`config.mk`:
```
export PLATFORM = sky130hd
export DESIGN_NAME = wafm_mode_config
export DESIGN_NICKNAME = d
export VERILOG_FILES = /design/src/wafm_pkg.sv /design/src/wafm_mode_config.sv
export VERILOG_INCLUDE_DIRS = /design/src
export SDC_FILE = /design/constraint.sdc
export NUM_CORES = 2
export LEC_CHECK = 0
export BUFFER_PORTS_ARGS = -buffer_cell sky130_fd_sc_hd__buf_4
export CAP_MARGIN = 20
export CORE_UTILIZATION = 30
export DETAILED_ROUTE_END_ITERATION = 7
export GPL_ROUTABILITY_DRIVEN = 0
export SETUP_SLACK_MARGIN = 0.2
export SLEW_MARGIN = 20
export SYNTH_ARGS = -nofsm -noshare
export SYNTH_HDL_FRONTEND = slang
export SYNTH_SLANG_ARGS = --single-unit
```
`constraint.sdc`:
```
create_clock -name sys_clk -period 5 [get_ports sys_clk]
set_clock_uncertainty 0.2 [all_clocks]
set_input_delay 0.25 -clock sys_clk [delete_from_list [all_inputs] [get_ports sys_clk]]
set_output_delay 0.25 -clock sys_clk [all_outputs]
set_load 0.02 [all_outputs]
```
`src/wafm_consts.svh`:
```
// Offsets, field positions, reset values and timing counts of the mode registers
// ----------------------------------------------------------------------------
// Operation
// ----------------------------------------------------------------------------
`ifndef WAFM_CONSTS_SVH
`define WAFM_CONSTS_SVH

`define WAFM_OFS_SAMPLING_MODE  8'h0C
`define WAFM_OFS_TERM_MODE      8'h0D
`define WAFM_RST_SAMPLING_MODE  8'h00
`define WAFM_RST_TERM_MODE      8'h3F
`define WAFM_SRC_LSB            0
`define WAFM_RATE_LSB           3
`define WAFM_SWAP_BIT           5
`define WAFM_LINE_TERM_LSB      0
`define WAFM_TERM_LSB           3
`define WAFM_FORMULA_LSB        6
`define WAFM_CLK_PREDIV         3
`define WAFM_RATE_BASE_DIV      128
`define WAFM_NEG_FLAG_DEFAULT   3'h0

`endif

```
`src/wafm_pkg.sv`:
```
// Types shared by the waveform and active energy mode configuration logic
`default_nettype none
package wafm_pkg;

	typedef logic signed [11:0] wafm_sample_t;
	typedef logic signed [23:0] wafm_energy_t;
	typedef logic signed [25:0] wafm_term_t;
	typedef logic signed [27:0] wafm_power_t;

	// Instantaneous channel samples, all on sys_clk
	typedef struct packed {
		wafm_sample_t va;
		wafm_sample_t vb;
		wafm_sample_t vc;
		wafm_sample_t ia;
		wafm_sample_t ib;
		wafm_sample_t ic;
	} wafm_samples_s;

	// Line-cycle energy increments from the accumulation path
	typedef struct packed {
		wafm_energy_t active;
		wafm_energy_t reactive;
		wafm_energy_t apparent;
	} wafm_line_inc_s;

	typedef enum logic [2:0] {
		WAFM_SRC_VA = 3'h0,
		WAFM_SRC_VB = 3'h1,
		WAFM_SRC_VC = 3'h2,
		WAFM_SRC_IA = 3'h3,
		WAFM_SRC_IB = 3'h4,
		WAFM_SRC_IC = 3'h5
	} wafm_src_e;

	typedef enum logic [1:0] {
		WAFM_FORM_SUM   = 2'h0,
		WAFM_FORM_TWO_W = 2'h1,
		WAFM_FORM_MIXED = 2'h2,
		WAFM_FORM_RSVD  = 2'h3
	} wafm_formula_e;

endpackage : wafm_pkg
`default_nettype wire

```
`src/wafm_mode_config.sv`:
```
// Waveform sampling mode and active energy term mode registers with their datapath effects
`timescale 1ns/1ps
`default_nettype none
`include "wafm_consts.svh"

module wafm_mode_config
(
	// Clock, reset, enable
	input  wire logic                   sys_clk,
	input  wire logic                   reset,
	input  wire logic                   ce,
	// Register port from the serial interface
	input  wire logic [7:0]             reg_addr,
	input  wire logic                   reg_wr,
	input  wire logic                   reg_rd,
	input  wire logic [7:0]             reg_wdata,
	output logic      [7:0]             reg_rdata,
	// Datapath inputs
	input  wire wafm_pkg::wafm_samples_s  samples,
	input  wire wafm_pkg::wafm_line_inc_s line_inc,
	// Waveform sample path
	output logic                        sample_strobe,
	output wafm_pkg::wafm_sample_t      waveform_sample,
	// Line accumulation routing
	output wafm_pkg::wafm_energy_t      line_active_acc_in,
	output wafm_pkg::wafm_energy_t      line_apparent_acc_in,
	// Active power and negative flags
	output wafm_pkg::wafm_power_t       active_power,
	output wafm_pkg::wafm_power_t       line_active_power,
	output logic      [2:0]             neg_flags
);

	// ------------------------------------------------------------------------
	// Registers
	// ------------------------------------------------------------------------
	logic [7:0]              sampling_mode_r;
	logic [7:0]              term_mode_r;
	logic [2:0]              sample_source_select;
	logic [1:0]              sample_update_rate;
	logic                    line_accum_swap;
	logic [2:0]              line_term_enables;
	logic [2:0]              term_enables;
	wafm_pkg::wafm_formula_e formula_select;
	logic                    wr_sampling;

	assign wr_sampling          = reg_wr && (reg_addr == `WAFM_OFS_SAMPLING_MODE);
	assign sample_source_select = sampling_mode_r[`WAFM_SRC_LSB +: 3];
	assign sample_update_rate   = sampling_mode_r[`WAFM_RATE_LSB +: 2];
	assign line_accum_swap      = sampling_mode_r[`WAFM_SWAP_BIT];
	assign line_term_enables    = term_mode_r[`WAFM_LINE_TERM_LSB +: 3];
	assign term_enables         = term_mode_r[`WAFM_TERM_LSB +: 3];
	assign formula_select       = wafm_pkg::wafm_formula_e'(term_mode_r[`WAFM_FORMULA_LSB +: 2]);

	always_ff @(posedge sys_clk or posedge reset)
	begin
		if (reset)
		begin
			sampling_mode_r <= `WAFM_RST_SAMPLING_MODE;
			term_mode_r     <= `WAFM_RST_TERM_MODE;
		end
		else if (ce && reg_wr)
		begin
			if (reg_addr == `WAFM_OFS_SAMPLING_MODE)
				sampling_mode_r <= reg_wdata;
			else if (reg_addr == `WAFM_OFS_TERM_MODE)
				term_mode_r <= reg_wdata;
		end
	end

	// Unmapped addresses read zero
	always_ff @(posedge sys_clk or posedge reset)
	begin
		if (reset)
			reg_rdata <= 8'h00;
		else if (ce && reg_rd)
		begin
			if (reg_addr == `WAFM_OFS_SAMPLING_MODE)
				reg_rdata <= sampling_mode_r;
			else if (reg_addr == `WAFM_OFS_TERM_MODE)
				reg_rdata <= term_mode_r;
			else
				reg_rdata <= 8'h00;
		end
	end

	// ------------------------------------------------------------------------
	// Sample update rate
	// ------------------------------------------------------------------------
	logic [11:0] rate_cnt_r;
	logic [11:0] rate_period_m1;

	// clock divided by three, then by 128 to 1024
	assign rate_period_m1 = 12'((`WAFM_CLK_PREDIV * `WAFM_RATE_BASE_DIV) << sample_update_rate) - 12'h001;
	assign sample_strobe  = ce && (rate_cnt_r == 12'h000);

	// A sampling mode write restarts the divider so a new rate starts on a clean period
	always_ff @(posedge sys_clk or posedge reset)
	begin
		if (reset)
			rate_cnt_r <= 12'h000;
		else if (ce)
		begin
			if (wr_sampling)
				rate_cnt_r <= 12'((`WAFM_CLK_PREDIV * `WAFM_RATE_BASE_DIV) << reg_wdata[`WAFM_RATE_LSB +: 2]) - 12'h001;
			else if (rate_cnt_r == 12'h000)
				rate_cnt_r <= rate_period_m1;
			else
				rate_cnt_r <= rate_cnt_r - 12'h001;
		end
	end

	// ------------------------------------------------------------------------
	// Waveform source
	// ------------------------------------------------------------------------
	// channel selected by source code
	always_ff @(posedge sys_clk or posedge reset)
	begin
		if (reset)
			waveform_sample <= 12'sh000;
		else if (sample_strobe)
		begin
			case (sample_source_select)
				wafm_pkg::WAFM_SRC_VA: waveform_sample <= samples.va;
				wafm_pkg::WAFM_SRC_VB: waveform_sample <= samples.vb;
				wafm_pkg::WAFM_SRC_VC: waveform_sample <= samples.vc;
				wafm_pkg::WAFM_SRC_IA: waveform_sample <= samples.ia;
				wafm_pkg::WAFM_SRC_IB: waveform_sample <= samples.ib;
				wafm_pkg::WAFM_SRC_IC: waveform_sample <= samples.ic;
				// Reserved codes hold the last sample
				default:               waveform_sample <= waveform_sample;
			endcase
		end
	end

	// ------------------------------------------------------------------------
	// Line accumulation routing
	// ------------------------------------------------------------------------
	// swap reactive into active, active into apparent
	always_ff @(posedge sys_clk or posedge reset)
	begin
		if (reset)
		begin
			line_active_acc_in   <= 24'sh000000;
			line_apparent_acc_in <= 24'sh000000;
		end
		else if (ce)
		begin
			line_active_acc_in   <= line_accum_swap ? line_inc.reactive : line_inc.active;
			line_apparent_acc_in <= line_accum_swap ? line_inc.active : line_inc.apparent;
		end
	end

	// ------------------------------------------------------------------------
	// Active energy formula
	// ------------------------------------------------------------------------
	function automatic wafm_pkg::wafm_power_t term_sum(input wafm_pkg::wafm_term_t t1,
		input wafm_pkg::wafm_term_t t2, input wafm_pkg::wafm_term_t t3, input logic [2:0] en);
		term_sum = (en[2] ? 28'(t1) : 28'sh0000000)
			+ (en[1] ? 28'(t2) : 28'sh0000000)
			+ (en[0] ? 28'(t3) : 28'sh0000000);
	endfunction : term_sum

	logic signed [12:0]   ia_minus_ib;
	logic signed [12:0]   ic_minus_ib;
	wafm_pkg::wafm_term_t term1;
	wafm_pkg::wafm_term_t term2;
	wafm_pkg::wafm_term_t term3;
	wafm_pkg::wafm_term_t pa;
	wafm_pkg::wafm_term_t pb;
	wafm_pkg::wafm_term_t pc;
	wafm_pkg::wafm_term_t pa_two_w;
	wafm_pkg::wafm_term_t pc_two_w;

	// Operands widened first, else the product keeps only twelve bits
	assign ia_minus_ib = 13'(samples.ia) - 13'(samples.ib);
	assign ic_minus_ib = 13'(samples.ic) - 13'(samples.ib);
	assign pa          = 26'(samples.va) * 26'(samples.ia);
	assign pb          = 26'(samples.vb) * 26'(samples.ib);
	assign pc          = 26'(samples.vc) * 26'(samples.ic);
	assign pa_two_w    = 26'(samples.va) * 26'(ia_minus_ib);
	assign pc_two_w    = 26'(samples.vc) * 26'(ic_minus_ib);

	always_comb
	begin
		case (formula_select)
			wafm_pkg::WAFM_FORM_SUM:   {term1, term2, term3} = {pa, pb, pc};
			wafm_pkg::WAFM_FORM_TWO_W: {term1, term2, term3} = {pa_two_w, 26'sh0000000, pc_two_w};
			wafm_pkg::WAFM_FORM_MIXED: {term1, term2, term3} = {pa_two_w, 26'sh0000000, pc};
			// Reserved code contributes nothing
			default:                   {term1, term2, term3} = 78'h0;
		endcase
	end

	always_ff @(posedge sys_clk or posedge reset)
	begin
		if (reset)
		begin
			active_power      <= 28'sh0000000;
			line_active_power <= 28'sh0000000;
		end
		else if (ce)
		begin
			active_power      <= term_sum(term1, term2, term3, term_enables);
			line_active_power <= term_sum(term1, term2, term3, line_term_enables);
		end
	end

	// ------------------------------------------------------------------------
	// Negative power flags, bit 0 phase A .. bit 2 phase C
	// ------------------------------------------------------------------------
	logic [2:0] neg_sign;
	assign neg_sign = {pc[25], pb[25], pa[25]};

	for (genvar g = 0; g < 3; g++)
	begin : g_neg
		always_ff @(posedge sys_clk or posedge reset)
		begin
			if (reset)
				neg_flags[g] <= 1'((`WAFM_NEG_FLAG_DEFAULT) >> g);
			else if (ce)
				neg_flags[g] <= term_enables[2 - g] ? neg_sign[g] : 1'((`WAFM_NEG_FLAG_DEFAULT) >> g);
		end
	end

	// ------------------------------------------------------------------------
	// Assertions
	// ------------------------------------------------------------------------
	logic [11:0] gap_r;

	always_ff @(posedge sys_clk or posedge reset)
	begin
		if (reset)
			gap_r <= 12'h000;
		else if (ce)
			gap_r <= (wr_sampling || sample_strobe) ? 12'h000 : gap_r + 12'h001;
	end

	property p_src_ia;
		@(posedge sys_clk) disable iff (reset)
		sample_strobe && sample_source_select == 3'h3 |=> waveform_sample == $past(samples.ia);
	endproperty
	a_src_ia: assert property (p_src_ia) else $error("waveform sample not current A");

	property p_rate_gap;
		@(posedge sys_clk) disable iff (reset)
		sample_strobe && !$past(reset) |-> gap_r == rate_period_m1;
	endproperty
	a_rate_gap: assert property (p_rate_gap) else $error("sample strobe spacing wrong");

	property p_swap;
		@(posedge sys_clk) disable iff (reset)
		ce && line_accum_swap |=> line_active_acc_in == $past(line_inc.reactive)
			&& line_apparent_acc_in == $past(line_inc.active);
	endproperty
	a_swap: assert property (p_swap) else $error("line swap routing wrong");

	property p_first_term;
		@(posedge sys_clk) disable iff (reset)
		ce && term_enables == 3'h4 && formula_select == wafm_pkg::WAFM_FORM_SUM
			|=> active_power == 28'($past(pa));
	endproperty
	a_first_term: assert property (p_first_term) else $error("first term gating wrong");

	property p_neg_off;
		@(posedge sys_clk) disable iff (reset)
		ce && !term_enables[1] |=> neg_flags[1] == 1'b0;
	endproperty
	a_neg_off: assert property (p_neg_off) else $error("disabled flag not default");

	property p_line_off;
		@(posedge sys_clk) disable iff (reset)
		ce && line_term_enables == 3'h0 |=> line_active_power == 28'sh0000000;
	endproperty
	a_line_off: assert property (p_line_off) else $error("line terms not gated");

	property p_two_w_mid;
		@(posedge sys_clk) disable iff (reset)
		ce && term_enables == 3'h2 && formula_select == wafm_pkg::WAFM_FORM_TWO_W
			|=> active_power == 28'sh0000000;
	endproperty
	a_two_w_mid: assert property (p_two_w_mid) else $error("two-wattmeter middle term not zero");

	property p_neg_a;
		@(posedge sys_clk) disable iff (reset)
		ce && term_enables[2] |=> neg_flags[0] == $past(pa[25]);
	endproperty
	a_neg_a: assert property (p_neg_a) else $error("phase A sign flag wrong");

	c_slow_rate: cover property (@(posedge sys_clk) disable iff (reset) sample_strobe && sample_update_rate == 2'h3);
	c_swap:      cover property (@(posedge sys_clk) disable iff (reset) ce && line_accum_swap);
	c_mixed:     cover property (@(posedge sys_clk) disable iff (reset) ce && formula_select == wafm_pkg::WAFM_FORM_MIXED);
	c_negative:  cover property (@(posedge sys_clk) disable iff (reset) neg_flags != 3'h0);

endmodule : wafm_mode_config

`default_nettype wire

```
==> run metrics <==
design area approximately 56000 sq um; Initial Utilization a little under a third; area delta synth->final 36.0%; Syn Area/Cell 8.68 sq um; largest net degree at the start of global routing 95; critical path fanouts, max 6; cell count after synthesis roughly 4700; Routed Antenna Nets 0; distinct cell type count of the synthesized netlist 84; Buffers on Ports between 200 and 300; Post-Place Cells 7331; initial antenna violation count 11; area leader, netlist fa_1; fraction of layout cells with a size suffix above 1 29.1%; pre-CTS WS -4.32 ns; fin cells approximately 7500; gr usage total approximately a fifth; routed via count 36200; CP peak stage delay 0.60 ns; Avg WL per Cell 18.4 um; nets@finish 7004; min-delay worst type in -> reg; Synth area leaders fa_1 (37%), ha_1 (10%), inv_1 (9.1%); Crit path required time 5.17 ns; final worst setup slack -3.61 ns; final WL 139000 um; slew at the pin closest to its max-slew limit 1.06 ns; Tmin final ~8.6 ns; DRC 0; post-synth top area share 37.3%; Die X 372 um; most frequent CP cell fa_1; hold path startpoint line_inc[38]; initial drt markers approximately 2000; CTS tree yes; hpwl dp 116000 um; Final Hold Vio Count 0; CP max-delay cell fa_1; count of max-cap constraint violations 0; grt total ovfl 0; Sink Count ~160; FFs w/ async S/R, synth 100%; CTS Buf Count 17; clock latency on the worst-skew pair 0.49 ns; core area 135000 sq um; number of synthesized flops with an enable pin 0; post-synthesis sequential area ratio 9.48%; R2R Path Start term_mode_r[7]$_DFFE_PP0P_; CTS clk-pin slew, worst paths 0.07 ns; H-tree depth 4; Synth Flop Type dfrtp_1; outcome finished, violations left; Die ar. 138000 sq um; fin. max-slew vios 0; crit path DAT ~8.8 ns; router iterations before antenna repair 6; total nets after synthesis between 5000 and 6000; clock buffer depth 2; fmax approximately 120 MHz; vias in the first global route 38700; post-synthesis register bit count 155; CTS root buf clkbuf_16; fin crit share 172%; placed instance area 51400 sq um; Max-slew headroom between 20 and 30%; failing checks negative setup slack; DIE HEIGHT approximately 370 um; Crit Path Category in -> reg; Startpoint Class input port; Synth Cell Area 41000 sq um; first-pass GRT wire length around 220000 um; type of destination of the critical path register; RSZ-0062 raised after global routing yes; row cnt 135; CP startpoint samples[13]; Synth warnings 0; Final Setup Violations 53; I/O Pins about 300; DR vias/cell 4.81
cell usage after synthesis, drive strengths merged, types with 30 or more instances:
master and n:
inv 1000, fa 764, nand2 632, ha 342, and2 249, nor2 211, clkbuf 206, a21oi 185
dfrtp 149, o21ai 127, xnor2 125, nand2b 86, mux2i 67, a21o 55, mux2 52, nor2b 43
xor2 41, nand3 30
worst max-delay path, delay by kind of cell:
kind	cells	cell delay [ns]
muxes	1	0.26
buffers and inverters	9	0.82
and+or+nand+nor	5	1.13
AOI/OAI and AO/OA	14	2.44
adders and majority gates	9	3.59
xor gates and xnor gates	2	0.26
through the flow:
| step | util (%) | setup TNS (ns) | hold slack (ns) |
|---|---|---|---|
| floorplan | - | -129.71 | 0.159 |
| global placement | 37.9 | -166.67 | 0.189 |
| detailed placement | 37.9 | -170.26 | 0.189 |
| CTS | 39.9 | -132.37 | 0.00164 |
| global route | 41.1 | -149.52 | 0.0220 |
| finish | 41.1 | -136.20 | 0.0482 |
cell usage in the layout (no fill, tap or decap), types with 54 or more instances in the layout:
| cell type | synthesis | final |
|---|---|---|
| buf_4 | 0 | 1019 |
| inv_1 | 999 | 939 |
| fa_1 | 764 | 740 |
| nand2_1 | 632 | 583 |
| ha_1 | 342 | 258 |
| and2_1 | 249 | 233 |
| nor2_1 | 210 | 187 |
| dfrtp_1 | 149 | 148 |
| a21oi_1 | 184 | 139 |
| xnor2_1 | 125 | 106 |
| dlygate4sd3_1 | 0 | 103 |
| nand2b_1 | 86 | 82 |
| o21ai_0 | 109 | 81 |
| ha_4 | 0 | 81 |
| mux2i_1 | 67 | 67 |
| inv_2 | 1 | 56 |
| a21o_1 | 55 | 55 |
| buf_6 | 0 | 54 |
timing repair:
action | in CTS | in global routing
hold buffers | 103 | 0
cloned | 1 | 0
gates resized for setup | 195 | 285
setup buffers | 29 | 31
pin swaps | 118 | 194
endpoints found under the setup margin | 53 | 53
endpoints found under the hold margin | 131 | 0
per-layer routing:
layer / track usage (%) / part of all wire (%) / up-vias
met3: 3.04 / 6.2 / 233
met5: 0 / 0.031 / -
li1: - / - / 16500
met1: 27.6 / 44 / 18300
met4: 5.90 / 3.3 / 6
met2: 33.3 / 47 / 1079
path summary, 6_finish.rpt:
path / to / slack [ns] / depth (start not counted)
setup / recovery: active_power[24]$_DFFE_PP0P_ / -3.61 / 40
hold / removal: line_active_acc_in[14]$_DFFE_PP0P_ / 0.05 / 3
setup reg to reg: line_active_power[25]$_DFFE_PP0P_ / -0.08 / 19
hold reg to reg: active_power[9]$_DFFE_PP0P_ / 0.28 / 1
max in group asynchronous: sampling_mode_r[5]$_DFFE_PP0P_ / 3.21 / 4
min in group asynchronous: line_active_acc_in[16]$_DFFE_PP0P_ / 0.24 / 3
layout make-up:
| type | count | area [sq um] |
|---|---|---|
| multi-input combinational | 3347 | 35300 |
| clock inverter | 15 | 175 |
| tap | 1781 | 2230 |
| antenna | 6 | 15.0 |
| fill | 13300 | 79700 |
| clock buffer | 17 | 425 |
| timing repair buffer | 1211 | 9950 |
| sequential | 155 | 3890 |
| inverter | 1001 | 3790 |
sequential cells by signal, summed over array words and instances, names as in the netlist:
register and cells:
term_mode_r 8, neg_flags 3, line_apparent_acc_in 24, active_power 28, line_active_power 28, line_active_acc_in 24
sampling_mode_r 8, reg_rdata 8, waveform_sample 12, rate_cnt_r 12
cells by family (layout without fill, tap and decap cells):
group,count (synthesis),count (layout),synth area share [%]
XOR/XNOR,166,166,3.55
AO/OA/AOI/OAI,614,614,9.69
other,0,6,0
AND/OR/NAND/NOR,1342,1342,15.3
flip-flops,155,155,9.48
buffers and inverters,1218,2244,11.2
adder cells (fa/ha/maj),1106,1106,47.8
multiplexers,119,119,3.06
Power is left out: the tool's default activity adds up to more than one toggle a clock period on the data nets, which glitch-free logic cannot reach.
